### config.mk
export PLATFORM = sky130hd
export DESIGN_NAME = bus_fault_status_register
export DESIGN_NICKNAME = d
export VERILOG_FILES = /design/src/bus_fault_pkg.sv /design/src/tx_recovery.sv /design/src/bus_fault_status_register.sv
export SDC_FILE = /design/constraint.sdc
export NUM_CORES = 1
export LEC_CHECK = 0
export ABC_CLOCK_PERIOD_IN_PS = 3100
export BUFFER_PORTS_ARGS = -buffer_cell sky130_fd_sc_hd__buf_2
export CAP_MARGIN = 10
export CORE_MARGIN = 3
export CORE_UTILIZATION = 55
export CTS_BUF_LIST = sky130_fd_sc_hd__clkbuf_8
export CTS_CLUSTER_SIZE = 12
export DETAILED_ROUTE_END_ITERATION = 10
export PLACE_DENSITY = 0.94
export REMOVE_ABC_BUFFERS = 1
export SLEW_MARGIN = 40
export SYNTH_ARGS = -nofsm -noshare
export SYNTH_HDL_FRONTEND = slang
export SYNTH_HIERARCHICAL = 1
export SYNTH_SLANG_ARGS = --single-unit
export TNS_END_PERCENT = 10
### constraint.sdc
create_clock -name hclk -period 3.1 [get_ports hclk]
set_input_delay 0.93 -clock hclk [delete_from_list [all_inputs] [get_ports hclk]]
set_output_delay 0.93 -clock hclk [all_outputs]
set_load 0.02 [all_outputs]
### src/bus_fault_pkg.sv
// Constants and types shared by the bus fault status block
package bus_fault_pkg;

  // ==========================================================
  // Register word indices (byte address is four times these)
  localparam logic [7:0] CTRL_IDX = 8'h40;
  localparam logic [7:0] IRQ_STATUS_IDX = 8'h41;
  localparam logic [7:0] IRQ_MASK_IDX = 8'h42;
  localparam logic [7:0] BUS_FAULT_STATUS_IDX = 8'h43;

  // ==========================================================
  // Status field positions
  localparam int unsigned STATUS_W = 16;
  localparam int unsigned LIN_FAULT_LSB = 5;
  localparam int unsigned CAN_TIMEOUT_BIT = 4;
  localparam int unsigned SELWAKE_SYSTEM_ERROR_BIT = 3;
  localparam int unsigned CAN_FAULT_LSB = 1;
  localparam int unsigned SUPPLY_LOW_BIT = 0;
  localparam int unsigned SELWAKE_CTRL_BIT = 0;

  // Fault codes of both two-bit fields
  localparam logic [1:0] FAULT_NONE = 2'h0;
  localparam logic [1:0] FAULT_TSD = 2'h1;
  localparam logic [1:0] FAULT_TXD_DOM = 2'h2;
  localparam logic [1:0] FAULT_BUS_DOM = 2'h3;

  // Error counter limit, flag sets when exceeded
  localparam logic [5:0] SELWAKE_ERR_LIMIT = 6'h20;

  // ==========================================================
  // Interrupt status / mask layout
  localparam int unsigned IRQ_W = 5;
  localparam int unsigned IRQ_CAN_TIMEOUT = 0;
  localparam int unsigned IRQ_SELWAKE_SYSTEM_ERROR = 1;
  localparam int unsigned IRQ_SUPPLY_LOW = 2;
  localparam int unsigned IRQ_CAN_FAULT = 3;
  localparam int unsigned IRQ_LIN_FAULT = 4;

  // Reset values
  localparam logic [15:0] STATUS_RESET = 16'h0000;
  localparam logic [IRQ_W-1:0] IRQ_RESET = 5'h00;

  // ==========================================================
  // Timing
  localparam int unsigned CLK_PERIOD_NS = 10;
  localparam int unsigned TX_ENABLE_NS = 10000;
  localparam int unsigned TX_ENABLE_CYCLES =
    (TX_ENABLE_NS + CLK_PERIOD_NS - 1) / CLK_PERIOD_NS;

  // Transceiver mode
  typedef enum logic [1:0] {
    XCVR_OFF = 2'h0,
    XCVR_WAKE = 2'h1,
    XCVR_RX_ONLY = 2'h2,
    XCVR_NORMAL = 2'h3
  } xcvr_mode_type;

  // Transmitter recovery states
  typedef enum logic [2:0] {
    TX_RUN = 3'h1,
    TX_FAULT = 3'h2,
    TX_ARM = 3'h4
  } tx_state_type;

endpackage

### src/tx_recovery.sv
// Transmitter fault recovery and enable-time wait for one transceiver
`timescale 1ns/10ps
module tx_recovery #(
  parameter int unsigned ENABLE_CYCLES = bus_fault_pkg::TX_ENABLE_CYCLES
) (
  // Clock and reset
  input wire logic hclk,
  input wire logic hresetn,
  input wire logic soft_reset,
  // Fault levels
  input wire logic fault_tsd,
  input wire logic fault_txd_dom,
  input wire logic fault_bus_dom,
  input wire logic fault_supply,
  // Line and mode
  input wire logic txd,
  input wire logic bus_recessive,
  input wire bus_fault_pkg::xcvr_mode_type xcvr_mode,
  // Result
  output logic tx_enable
);
  import bus_fault_pkg::*;

  localparam int unsigned CW = $clog2(ENABLE_CYCLES + 1);

  if (ENABLE_CYCLES < 1 || ENABLE_CYCLES > 65535) begin : g_bad_cycles
    $error("ENABLE_CYCLES must be 1 to 65535");
  end

  typedef struct packed {
    tx_state_type state;
    logic [3:0] pend;
    logic [CW-1:0] count;
    logic [15:0] hi_run;
  } rec_type;

  rec_type q;
  rec_type n;
  logic quiet;
  logic [3:0] seen;
  logic [3:0] fixed;

  // ==========================================================
  // Next state
  always_comb begin
    n = q;
    quiet = (xcvr_mode == XCVR_OFF) || (xcvr_mode == XCVR_WAKE);
    seen = {fault_supply, fault_bus_dom, fault_txd_dom, fault_tsd};
    fixed[0] = !fault_tsd;
    fixed[1] = txd || quiet;
    fixed[2] = bus_recessive || quiet;
    fixed[3] = !fault_supply;
    n.pend = (q.pend & ~fixed) | seen;
    n.hi_run = txd ? ((&q.hi_run) ? q.hi_run : q.hi_run + 16'h0001) : 16'h0000;
    case (q.state)
      TX_RUN: begin
        if (|seen) begin
          n.state = TX_FAULT;
        end
      end
      TX_FAULT: begin
        n.count = '0;
        if (n.pend == 4'h0) begin
          n.state = TX_ARM;
        end
      end
      TX_ARM: begin
        // Recessive time must be unbroken
        if (|seen) begin
          n.state = TX_FAULT;
        end else if (!txd) begin
          n.count = '0;
        end else if (q.count == CW'(ENABLE_CYCLES - 1)) begin
          n.state = TX_RUN;
        end else begin
          n.count = q.count + 1'b1;
        end
      end
      default: begin
        n.state = TX_FAULT;
      end
    endcase
    if (soft_reset) begin
      n.state = TX_RUN;
      n.pend = 4'h0;
      n.count = '0;
    end
  end

  // State register
  always_ff @(posedge hclk or negedge hresetn) begin
    if (!hresetn) begin
      q <= '{state: TX_RUN, pend: 4'h0, count: '0, hi_run: 16'h0000};
    end else begin
      q <= n;
    end
  end

  assign tx_enable = (q.state == TX_RUN);

  // ==========================================================
  // Checks
  a_tx_wait_recessive: assert property (
    @(posedge hclk) disable iff (!hresetn)
    $rose(tx_enable) && !$past(soft_reset) |-> q.hi_run >= 16'(ENABLE_CYCLES))
    else $error("transmitter enabled before enable time");
  a_tx_fault_blocks: assert property (
    @(posedge hclk) disable iff (!hresetn)
    fault_supply && !soft_reset |=> !tx_enable)
    else $error("transmitter on during fault");
  a_tx_timeout_stays: assert property (
    @(posedge hclk) disable iff (!hresetn)
    q.pend[1] && !txd && !quiet && !soft_reset |=> q.state != TX_RUN)
    else $error("transmit timeout left early");

endmodule

### src/bus_fault_status_register.sv
// Bus fault status register bank with AHB-Lite slave and interrupt
//
// Behaviour
// Status bits 15 to 7 always read as zero.
// LIN fault code in bits 6:5: none, thermal, transmit timeout, bus timeout.
// CAN timeout flag at bit 4 sets on timeout, else reads zero.
// System error flag at bit 3; while set selective wake stays off.
// CAN fault code in bits 2:1 with the same four codes.
// Bit 0 flags CAN supply low; transmitter off while supply is low.
// Power-on and soft reset clear all; restart keeps bits 6 to 0.
// Supply comparator enabled only in CAN normal or receive-only mode.
// Transmit timeout recovers on transmit high, wake-capable or off.
// Bus timeout recovers on recessive bus, wake-capable or off.
// Supply low recovers once supply is back above threshold.
// After any fault, transmit must stay high for enable time first.
// CAN timeout sets only in selective-wake mode, on silence rising, then holds.
// Timeout raises interrupt in stop or normal mode when its mask is one.
// System error on config error or count above 32, only when enabled.
// Timeout flag cannot be cleared before next interrupt falling edge.
// Flags and codes hold until software clears them.
`timescale 1ns/10ps
module bus_fault_status_register #(
  parameter int unsigned TX_ENABLE_CYCLES = bus_fault_pkg::TX_ENABLE_CYCLES
) (
  // Clock and reset
  input wire logic hclk,
  input wire logic hresetn,
  input wire logic soft_reset,
  input wire logic restart_reset,
  // AHB-Lite slave
  input wire logic hsel,
  input wire logic [31:0] haddr,
  input wire logic [1:0] htrans,
  input wire logic hwrite,
  input wire logic [2:0] hsize,
  input wire logic [31:0] hwdata,
  input wire logic hready,
  output logic hreadyout,
  output logic hresp,
  output logic [31:0] hrdata,
  // CAN transceiver
  input wire bus_fault_pkg::xcvr_mode_type can_mode,
  input wire logic can_txd,
  input wire logic can_bus_recessive,
  input wire logic can_tsd,
  input wire logic can_txd_dom_to,
  input wire logic can_bus_dom_to,
  input wire logic can_supply_voltage_low,
  output logic can_supply_comp_enable,
  output logic can_tx_enable,
  // LIN transceiver
  input wire bus_fault_pkg::xcvr_mode_type lin_mode,
  input wire logic lin_txd,
  input wire logic lin_bus_recessive,
  input wire logic lin_tsd,
  input wire logic lin_txd_dom_to,
  input wire logic lin_bus_dom_to,
  output logic lin_tx_enable,
  // Selective wake
  input wire logic can_silence_flag,
  input wire logic selwake_config_error,
  input wire logic [5:0] selwake_error_count,
  output logic selective_wake,
  // Device mode and interrupt
  input wire logic op_mode_active,
  output logic irq,
  output logic interrupt_out_n
);
  import bus_fault_pkg::*;

  typedef struct packed {
    logic [1:0] lin_fault;
    logic can_timeout_flag;
    logic selwake_system_error;
    logic [1:0] can_fault;
    logic can_supply_low_flag;
    logic selwake_mode_bit;
    logic [IRQ_W-1:0] irq_status;
    logic [IRQ_W-1:0] irq_mask;
    logic clear_block;
    logic irq_prev;
    logic silence_prev;
    logic wr_pend;
    logic [7:0] wr_idx;
    logic rd_status;
    logic [31:0] rd_data;
  } bank_type;

  bank_type q;
  bank_type n;

  // Bus decode
  logic capture;
  logic mapped;
  logic wr_status;
  logic wr_ctrl;
  logic wr_irq_status;
  logic wr_irq_mask;
  logic [6:0] clr;
  logic clr_can_timeout_flag;
  // Detection
  logic supply_seen;
  logic can_timeout_flag_set;
  logic selwake_system_error_set;
  logic irq_rise;
  logic [IRQ_W-1:0] ev;
  logic [1:0] lin_base;
  logic [1:0] can_base;
  logic can_tx_quiet;
  logic [1:0] tx_en;

  // ==========================================================
  // Helpers
  function automatic logic [1:0] fault_code(
    input logic tsd,
    input logic txd_to,
    input logic bus_to,
    input logic [1:0] cur
  );
    // Thermal wins when several arrive together
    if (tsd) begin
      return FAULT_TSD;
    end else if (bus_to) begin
      return FAULT_BUS_DOM;
    end else if (txd_to) begin
      return FAULT_TXD_DOM;
    end
    return cur;
  endfunction

  function automatic logic [15:0] status_word(input bank_type s);
    logic [15:0] w;
    w = STATUS_RESET;
    w[LIN_FAULT_LSB +: 2] = s.lin_fault;
    w[CAN_TIMEOUT_BIT] = s.can_timeout_flag;
    w[SELWAKE_SYSTEM_ERROR_BIT] = s.selwake_system_error;
    w[CAN_FAULT_LSB +: 2] = s.can_fault;
    w[SUPPLY_LOW_BIT] = s.can_supply_low_flag;
    return w;
  endfunction

  function automatic logic [31:0] read_word(
    input logic [7:0] idx,
    input bank_type s
  );
    logic [31:0] w;
    w = 32'h0000_0000;
    case (idx)
      BUS_FAULT_STATUS_IDX: w[15:0] = status_word(s);
      CTRL_IDX: w[SELWAKE_CTRL_BIT] = s.selwake_mode_bit;
      IRQ_STATUS_IDX: w[IRQ_W-1:0] = s.irq_status;
      IRQ_MASK_IDX: w[IRQ_W-1:0] = s.irq_mask;
      default: w = 32'h0000_0000;
    endcase
    return w;
  endfunction

  // ==========================================================
  // Bus decode
  assign capture = hsel && hready && htrans[1];
  assign mapped = (haddr[31:10] == 22'h000000);
  assign wr_status = q.wr_pend && (q.wr_idx == BUS_FAULT_STATUS_IDX);
  assign wr_ctrl = q.wr_pend && (q.wr_idx == CTRL_IDX);
  assign wr_irq_status = q.wr_pend && (q.wr_idx == IRQ_STATUS_IDX);
  assign wr_irq_mask = q.wr_pend && (q.wr_idx == IRQ_MASK_IDX);
  // Write-one-to-clear of status bits
  assign clr = wr_status ? hwdata[6:0] : 7'h00;
  assign clr_can_timeout_flag = clr[CAN_TIMEOUT_BIT] && !q.clear_block;

  // ==========================================================
  // Detection terms
  assign can_supply_comp_enable = (can_mode == XCVR_NORMAL) ||
                                  (can_mode == XCVR_RX_ONLY);
  assign supply_seen = can_supply_voltage_low && can_supply_comp_enable;
  // Edge of silence so a clear sticks while silence stays high
  assign can_timeout_flag_set = q.selwake_mode_bit && can_silence_flag &&
                     !q.silence_prev;
  assign selwake_system_error_set = q.selwake_mode_bit && (selwake_config_error ||
                      (selwake_error_count > SELWAKE_ERR_LIMIT));
  assign irq_rise = irq && !q.irq_prev;
  assign lin_base = (|clr[LIN_FAULT_LSB +: 2]) ? FAULT_NONE : q.lin_fault;
  assign can_base = (|clr[CAN_FAULT_LSB +: 2]) ? FAULT_NONE : q.can_fault;

  // ==========================================================
  // Next state; every hardware set wins over a same-cycle clear
  always_comb begin
    n = q;
    // Fault codes latch until cleared
    n.lin_fault = fault_code(lin_tsd, lin_txd_dom_to,
                             lin_bus_dom_to, lin_base);
    n.can_fault = fault_code(can_tsd, can_txd_dom_to,
                             can_bus_dom_to, can_base);
    n.can_supply_low_flag = (q.can_supply_low_flag &&
                             !clr[SUPPLY_LOW_BIT]) || supply_seen;
    n.can_timeout_flag = (q.can_timeout_flag && !clr_can_timeout_flag) ||
                         can_timeout_flag_set;
    n.selwake_system_error = (q.selwake_system_error &&
                              !clr[SELWAKE_SYSTEM_ERROR_BIT]) || selwake_system_error_set;
    n.silence_prev = can_silence_flag;
    n.irq_prev = irq;

    // Interrupt events on fresh sets
    ev = '0;
    ev[IRQ_CAN_TIMEOUT] = can_timeout_flag_set && !q.can_timeout_flag &&
                          op_mode_active;
    ev[IRQ_SELWAKE_SYSTEM_ERROR] = n.selwake_system_error && !q.selwake_system_error;
    ev[IRQ_SUPPLY_LOW] = n.can_supply_low_flag && !q.can_supply_low_flag;
    ev[IRQ_CAN_FAULT] = (n.can_fault != q.can_fault) &&
                        (n.can_fault != FAULT_NONE);
    ev[IRQ_LIN_FAULT] = (n.lin_fault != q.lin_fault) &&
                        (n.lin_fault != FAULT_NONE);

    // Hold the timeout flag until the interrupt line falls
    if (ev[IRQ_CAN_TIMEOUT] && q.irq_mask[IRQ_CAN_TIMEOUT]) begin
      n.clear_block = 1'b1;
    end else if (irq_rise) begin
      n.clear_block = 1'b0;
    end

    // Software registers
    if (wr_ctrl) begin
      n.selwake_mode_bit = hwdata[SELWAKE_CTRL_BIT];
    end
    if (wr_irq_mask) begin
      n.irq_mask = hwdata[IRQ_W-1:0];
    end
    n.irq_status = (q.irq_status &
                    ~(wr_irq_status ? hwdata[IRQ_W-1:0] : IRQ_RESET)) | ev;

    // Address phase capture; zero wait states
    n.wr_pend = capture && hwrite && mapped;
    n.wr_idx = haddr[9:2];
    n.rd_status = capture && !hwrite && mapped &&
                  (haddr[9:2] == BUS_FAULT_STATUS_IDX);
    if (capture && !hwrite) begin
      n.rd_data = mapped ? read_word(haddr[9:2], q) : 32'h0000_0000;
    end

    // Restart keeps the flags, drops control and interrupt state
    if (restart_reset) begin
      n.selwake_mode_bit = 1'b0;
      n.irq_status = IRQ_RESET;
      n.irq_mask = IRQ_RESET;
      n.clear_block = 1'b0;
    end
    // Soft reset clears flags, codes, control and interrupt state
    if (soft_reset) begin
      n.lin_fault = FAULT_NONE;
      n.can_fault = FAULT_NONE;
      n.can_timeout_flag = 1'b0;
      n.selwake_system_error = 1'b0;
      n.can_supply_low_flag = 1'b0;
      n.selwake_mode_bit = 1'b0;
      n.irq_status = IRQ_RESET;
      n.irq_mask = IRQ_RESET;
      n.clear_block = 1'b0;
    end
  end

  // ==========================================================
  // Bank register, power-on reset clears all
  always_ff @(posedge hclk or negedge hresetn) begin
    if (!hresetn) begin
      q <= '0;
    end else begin
      q <= n;
    end
  end

  // ==========================================================
  // Outputs
  assign hreadyout = 1'b1;
  assign hresp = 1'b0;
  assign hrdata = q.rd_data;
  assign irq = |(q.irq_status & q.irq_mask);
  assign interrupt_out_n = !irq;
  // Selective wake refused while system error stands
  assign selective_wake = q.selwake_mode_bit &&
                          !q.selwake_system_error;

  // ==========================================================
  // Transmitter recovery, one per transceiver
  assign can_tx_quiet = 1'b0;
  assign can_tx_enable = tx_en[0];
  assign lin_tx_enable = tx_en[1];
  for (genvar i = 0; i < 2; i++) begin : g_xcvr
    tx_recovery #(
      .ENABLE_CYCLES(TX_ENABLE_CYCLES)
    ) u_rec (
      .hclk(hclk),
      .hresetn(hresetn),
      .soft_reset(soft_reset),
      .fault_tsd(i == 0 ? can_tsd : lin_tsd),
      .fault_txd_dom(i == 0 ? can_txd_dom_to : lin_txd_dom_to),
      .fault_bus_dom(i == 0 ? can_bus_dom_to : lin_bus_dom_to),
      .fault_supply(i == 0 ? supply_seen : can_tx_quiet),
      .txd(i == 0 ? can_txd : lin_txd),
      .bus_recessive(i == 0 ? can_bus_recessive : lin_bus_recessive),
      .xcvr_mode(i == 0 ? can_mode : lin_mode),
      .tx_enable(tx_en[i])
    );
  end

  // ==========================================================
  // Checks
  a_reserved_read_zero: assert property (
    @(posedge hclk) disable iff (!hresetn)
    q.rd_status |-> hrdata[31:7] == 25'h0000000)
    else $error("reserved status bits read nonzero");

  a_can_timeout_flag_needs_mode: assert property (
    @(posedge hclk) disable iff (!hresetn)
    $rose(q.can_timeout_flag) |-> $past(q.selwake_mode_bit) &&
                                  $past(can_silence_flag))
    else $error("timeout flag set outside selective wake");

  a_can_timeout_flag_irq_raise: assert property (
    @(posedge hclk) disable iff (!hresetn)
    $rose(q.can_timeout_flag) && $past(op_mode_active) &&
    q.irq_mask[IRQ_CAN_TIMEOUT] && !$past(soft_reset) &&
    !$past(restart_reset) |-> irq && !interrupt_out_n)
    else $error("timeout interrupt not raised");

  a_can_timeout_flag_clear_held: assert property (
    @(posedge hclk) disable iff (!hresetn)
    q.can_timeout_flag && q.clear_block && wr_status &&
    hwdata[CAN_TIMEOUT_BIT] && !soft_reset |=> q.can_timeout_flag)
    else $error("timeout flag cleared before interrupt edge");

  a_selwake_system_error_no_wake: assert property (
    @(posedge hclk) disable iff (!hresetn)
    q.selwake_system_error |-> !selective_wake)
    else $error("selective wake on with system error");

  a_selwake_system_error_only_enabled: assert property (
    @(posedge hclk) disable iff (!hresetn)
    !q.selwake_mode_bit |=> !$rose(q.selwake_system_error))
    else $error("system error updated while disabled");

  a_comp_gated: assert property (
    @(posedge hclk) disable iff (!hresetn)
    !can_supply_comp_enable |=> !$rose(q.can_supply_low_flag))
    else $error("supply flag set with comparator off");

  a_supply_holds: assert property (
    @(posedge hclk) disable iff (!hresetn)
    q.can_supply_low_flag && !wr_status && !soft_reset
    |=> q.can_supply_low_flag)
    else $error("supply flag dropped without clear");

  a_soft_clears: assert property (
    @(posedge hclk) disable iff (!hresetn)
    soft_reset |=> status_word(q) == STATUS_RESET)
    else $error("soft reset left status bits");

  a_can_code_tsd: assert property (
    @(posedge hclk) disable iff (!hresetn)
    can_tsd && !soft_reset |=> q.can_fault == FAULT_TSD)
    else $error("CAN thermal code not latched");

endmodule

**Word-level counts from Yosys, hierarchy flattened**

Cells that the tools add are included.

- Bits in latches: 0
- RAM bits: 0
- Logic and storage cells: 189
- Memories: 0
- Output and inout bits: 40
- Memory bits (read-only): 0
- Bits of input ports: 100
- Register bits after elaboration: 96

- Divide/modulo/power cells: 0
- Multipliers: 0
- Mux-type cells: 50
- Add/sub/neg operators: 2
- Bitwise operators: 10
- Equal/unequal tests: 34
- $lt $le $gt $ge: 1
- Reductions and logical operators: 72
- Shifts and indexed selects: 0

Operator list:

| kind | number |
|---|---|
| == test 8 x 7 -> 1 bit (second input constant) | 8 |
| 2-to-1 mux 10 bit | 6 |
| one-hot mux 10 bit (2 select lines) | 2 |
| 2-to-1 mux 17 bit | 2 |
| 2-to-1 mux 3 bit | 10 |
| logical AND 1 bit | 26 |
| logical NOT 22 bit | 1 |
| 2-to-1 mux 2 bit | 11 |
| adder 10 x 1 -> 10 bit (second input constant) | 2 |
| == test 10 bit (second input constant) | 2 |
| 2-to-1 mux 19 bit | 1 |
| one-hot mux 3 bit (3 select lines) | 2 |
| 2-to-1 mux 16 bit | 1 |
| logical NOT 1 bit | 14 |
| 2-to-1 mux 12 bit | 1 |
| inequality test 3 x 2 -> 1 bit (second input constant) | 4 |
| one-hot mux 4 bit (3 select lines) | 1 |
| nonzero test 3 bit | 4 |
| logical OR 1 bit | 11 |
| bitwise AND 5 bit | 2 |
| 2-to-1 mux 5 bit | 2 |
| 2-to-1 mux 1 bit | 9 |
| bitwise AND 4 bit | 2 |
| logical NOT 4 bit | 2 |
| 27 further kinds | 43 |

**Depth between registers and ports, before layout**

- Word-level depth: 11
- Gate-level depth with buffers: 6
- Depth with buffers taken out: 6

**Hierarchy**

Netlist, hierarchy kept.

Modules (own cells, without submodules):

| module | cells each | instances | seq. area each (um2) | area an instance (um2) |
|---|---|---|---|---|
| bus_fault_status_register | 210 | 1 | 925.9 | 2034.5 |
| tx_recovery | 100 | 2 | 376.6 | 879.6 |

**Worst setup path after synthesis**

Ideal clock, no wire load.

- Path kind: input-to-reg
- Start: in can_supply_voltage_low
- End: reg g_xcvr[0].u_rec/q[23] (netlist bit)
- Data required time: 3.018 ns
- Stages on the path: 6
- Slack: 0.820 ns
- Setup time: 0.082 ns
- Buffers on the path: 0
- Data arrival time: 2.198 ns
- Cells stage by stage: nand2_1 > inv_1 > or4_1 > nor3_1 > a31oi_1 > a31oi_1

- Longest elaborated chain between the ends: 4

RTL lines:

| item | RTL line | text |
|---|---|---|
| from (decl) | bus_fault_status_register.sv:48 | `input wire logic can_supply_voltage_low,` |
| logical AND 1 bit | bus_fault_status_register.sv:174 | `assign supply_seen = can_supply_voltage_low && can_supply_comp_enable;` |
| net supply_seen | bus_fault_status_register.sv:102 | `logic supply_seen;` |
| OR reduction 4 bit | tx_recovery.sv:69 | `if (\|seen) begin` |
| inequality test 3 bit (no line) | - |  |
| AND reduction 3 bit (no line) | - |  |
| to (signal assigned) | tx_recovery.sv:93 | `q <= '{state: TX_RUN, pend: 4'h0, count: '0, hi_run: 16'h0000};` |
| to (signal assigned) | tx_recovery.sv:95 | `q <= n;` |
| to (decl) | tx_recovery.sv:37 | `rec_type q;` |

The timed path passes the listed nets, and every way through them passes these cells.
A chain may end at the register's enable or synchronous reset.

**Final worst setup path**

- Start: reg q[49] (netlist bit)
- End: out interrupt_out_n

- Longest elaborated chain between the ends: 3

RTL lines:

| item | RTL line | text |
|---|---|---|
| from (decl) | bus_fault_status_register.sv:89 | `bank_type q;` |
| from (signal assigned) | bus_fault_status_register.sv:266 | `q <= n;` |
| bitwise AND 5 bit | bus_fault_status_register.sv:275 | `assign irq = \|(q.irq_status & q.irq_mask);` |
| OR reduction 5 bit | bus_fault_status_register.sv:275 |  |
| logical NOT 1 bit | bus_fault_status_register.sv:276 | `assign interrupt_out_n = !irq;` |
| to (decl) | bus_fault_status_register.sv:67 | `output logic interrupt_out_n` |

No other way between the ends.

==> run metrics <==
layout cells sized above 1=0.2377; # DRC=0; warning count from the yosys run=6; combinational group share of total power=0.098; commonest non-fill, non-tap cells in the layout=buf_2 (79), dfrtp_1 (65), conb_1 (30); slowest stage delay, CP=420 ps; Vias/cell=6.005; Hold Path Class=reg -> reg; gr ovfl total=0; DRT Wirelength=8.939 mm; CTS buffer count=9; pin count of the biggest net entering global routing=68; synth top area cells=dfrtp_1 (43%), buf_4 (6.7%), o21ai_0 (3.7%); Detailed Route Iter0 Violations=181; first-pass GRT wire length=14.25 mm; Site Rows=29; antenna violations before repair=0; fin nets=587; Synth cell types=52; Slew HR=0.5087; DP HPWL=6.429 mm; Max Cap Viol=0; Psw=452.0 µW; total placed cells including tap cells=551; Sw Ratio=0.2386; RSZ-0062 raised after global routing=false; die span in x=89.05 µm; fin crit period=2440 ps; post-CTS sizing=0; arrival time at the worst endpoint=1510 ps; Final Slew Violations=0; CP max FO=3; Die Height=89.05 µm; critical path capture point type=output pin; placer congestion estimate=0.9541; vias in the first global route=3220; # diodes=0; CP startpoint kind=register; register share of total power=0.480; clock root cell=clkbuf_8; via count=3393; top-area cell type share of the netlist area=0.4288; post-CTS setup buffers=0; Yosys top cell by area=dfrtp_1; status=completed; CTS tree=done; Internal Pwr Total=1.443 mW; Die ar.=0.007930 mm²; synthesis-stage register bit count=67; Initial Utilization=0.5808; flop2flop setup slack=1240 ps; Reg clk slew, reported paths=70 ps; clock insertion delay at the later pin of the skew report=340 ps; port bufs=79; PwrDens=437.4 mW/mm²; asr flop ratio synth=1.000; P_leak=1.958 nW; Avg Inst Size Synth=9.253 µm²; TritonRoute pass-1 iters=5; area added between synthesis and finish=14.18%; critical path type=reg -> out; wire per inst=15.82 µm; Longest Clk Path Bufs=2; # clock sinks=67; FMAX=409.8 MHz; most common cell after layout, fill and taps aside=buf_2; top_reg_cell synth=dfrtp_1; most used routing layer=met2; final setup fails=0; GR Util met2=0.3792; H-tree levels=3; number of fillers in the final layout=524; Slew @ Worst Pin=732.6 ps; I/O pin count=140; number of synthesized flops with an enable pin=0; clock power share=0.422; met1 global-route usage=0.2935; hold buffers post-CTS=0; clock skew=5.990 ps; Core ar.=0.006531 mm²; Hold Violations, Final=0; Max stage delay cell, worst path=a222oi_1; final non-filler cell total=565; Max VDD drop=0.0002457 V; crit-path cells=a222oi_1 > nand2_1 > inv_1 > buf_2; Setup TNS=0 ps; instance count of the mapped netlist=410; Final period util=0.7871; GRT met3 Usage=0.04516; Seq/Total Area, Yosys=0.4426; total track usage=0.2333; Mapped Area=0.003794 mm²; post-route ant nets=0; Data required, critical path=2170 ps
-- layer usage --
metal | share of wire | routed length (µm)
met1 | 0.41 | 3704
met2 | 0.48 | 4274
met3 | 0.077 | 689
met4 | 0.030 | 271
met5 | 0 | 0
-- path summary, 6_finish.rpt --
check | startpoint | endpoint | cells past startpoint
setup / recovery | q[49] | interrupt_out_n | 4
max in group asynchronous | hresetn | g_xcvr[1].u_rec/q[27] | 2
hold reg to reg | hrdata[3] | hrdata[3] | 2
hold / removal | hrdata[3] | hrdata[3] | 2
min in group asynchronous | hresetn | q[48] | 2
setup reg to reg | g_xcvr[1].u_rec/q[32] | g_xcvr[1].u_rec/q[24] | 4
-- registers in the layout (all words and copies together), names as in the netlist --
name and cells:
q 30, g_xcvr.u_rec/q 30, hrdata 7
-- through the flow --
| stage | worst slack, ps | area [µm²] | hold WS (ps) | util | power [mW] |
|---|---|---|---|---|---|
| 2_1_floorplan | 820.2 | 3601 | 484.9 | - | 1.010 |
| 3_3_place_gp | 596.1 | 4108 | 454.8 | 0.6289 | 1.101 |
| 3_5_place_dp | 531.3 | 4108 | 462.4 | 0.6289 | 1.108 |
| 4_1_cts | 636.0 | 4323 | 478.2 | 0.6619 | 1.908 |
| 5_1_grt | 585.4 | 4332 | 521.9 | 0.6632 | 1.970 |
| 6_report | 659.9 | 4332 | 474.9 | 0.6632 | 1.895 |
-- cell usage after synthesis, types with 6 or more instances --
cell type and count:
a211oi_1 6, a21oi_1 23, a31oi_1 22, buf_4 34
clkbuf_1 10, dfrtp_1 65, inv_1 24, mux2i_1 8
nand2_1 28, nand3_1 16, nor2_1 24, nor2b_1 6
nor3b_1 7, nor4_1 6, o21ai_0 28, or3_1 6
or4_1 12
-- cell families after synthesis --
group | Yosys count | share of synthesized area
simple gates | 154 | 0.2441
compound gates | 102 | 0.1613
buf+inv | 69 | 0.1022
flops | 67 | 0.4426
mux | 13 | 0.03892
fa+ha+maj | 2 | 0.006595
other cells | 2 | 0.001980
xor+xnor | 1 | 0.002309
-- cell type report --
| class | instances | area [µm²] | share of cell area |
|---|---|---|---|
| multi-input combinational | 302 | 1837 | 0.4240 |
| timing repair buffer | 81 | 414.1 | 0.09561 |
| tap | 77 | 96.34 | 0.02224 |
| inverter | 24 | 90.09 | 0.02080 |
| sequential | 67 | 1679 | 0.3876 |
| clock inverter | 3 | 63.81 | 0.01473 |
| clock buffer | 11 | 151.4 | 0.03495 |
-- critical path: cells and delay by family, from the launching register on --
kind | cells | cell delay, ps
AO/OA/AOI/OAI | 1 | 420
buffers and inverters | 2 | 220
flip-flops | 1 | 390
AND/OR/NAND/NOR | 1 | 140
-- power by group through the flow --
stage | clock network (mW) | registers (mW) | logic, mW
floorplan | 0 | 0.920 | 0.0901
global placement | 0 | 0.923 | 0.178
detailed placement | 0 | 0.925 | 0.183
CTS | 0.815 | 0.909 | 0.185
global route | 0.850 | 0.911 | 0.209
finish | 0.799 | 0.910 | 0.186
No activity file was read; power rests on OpenSTA's default activity.
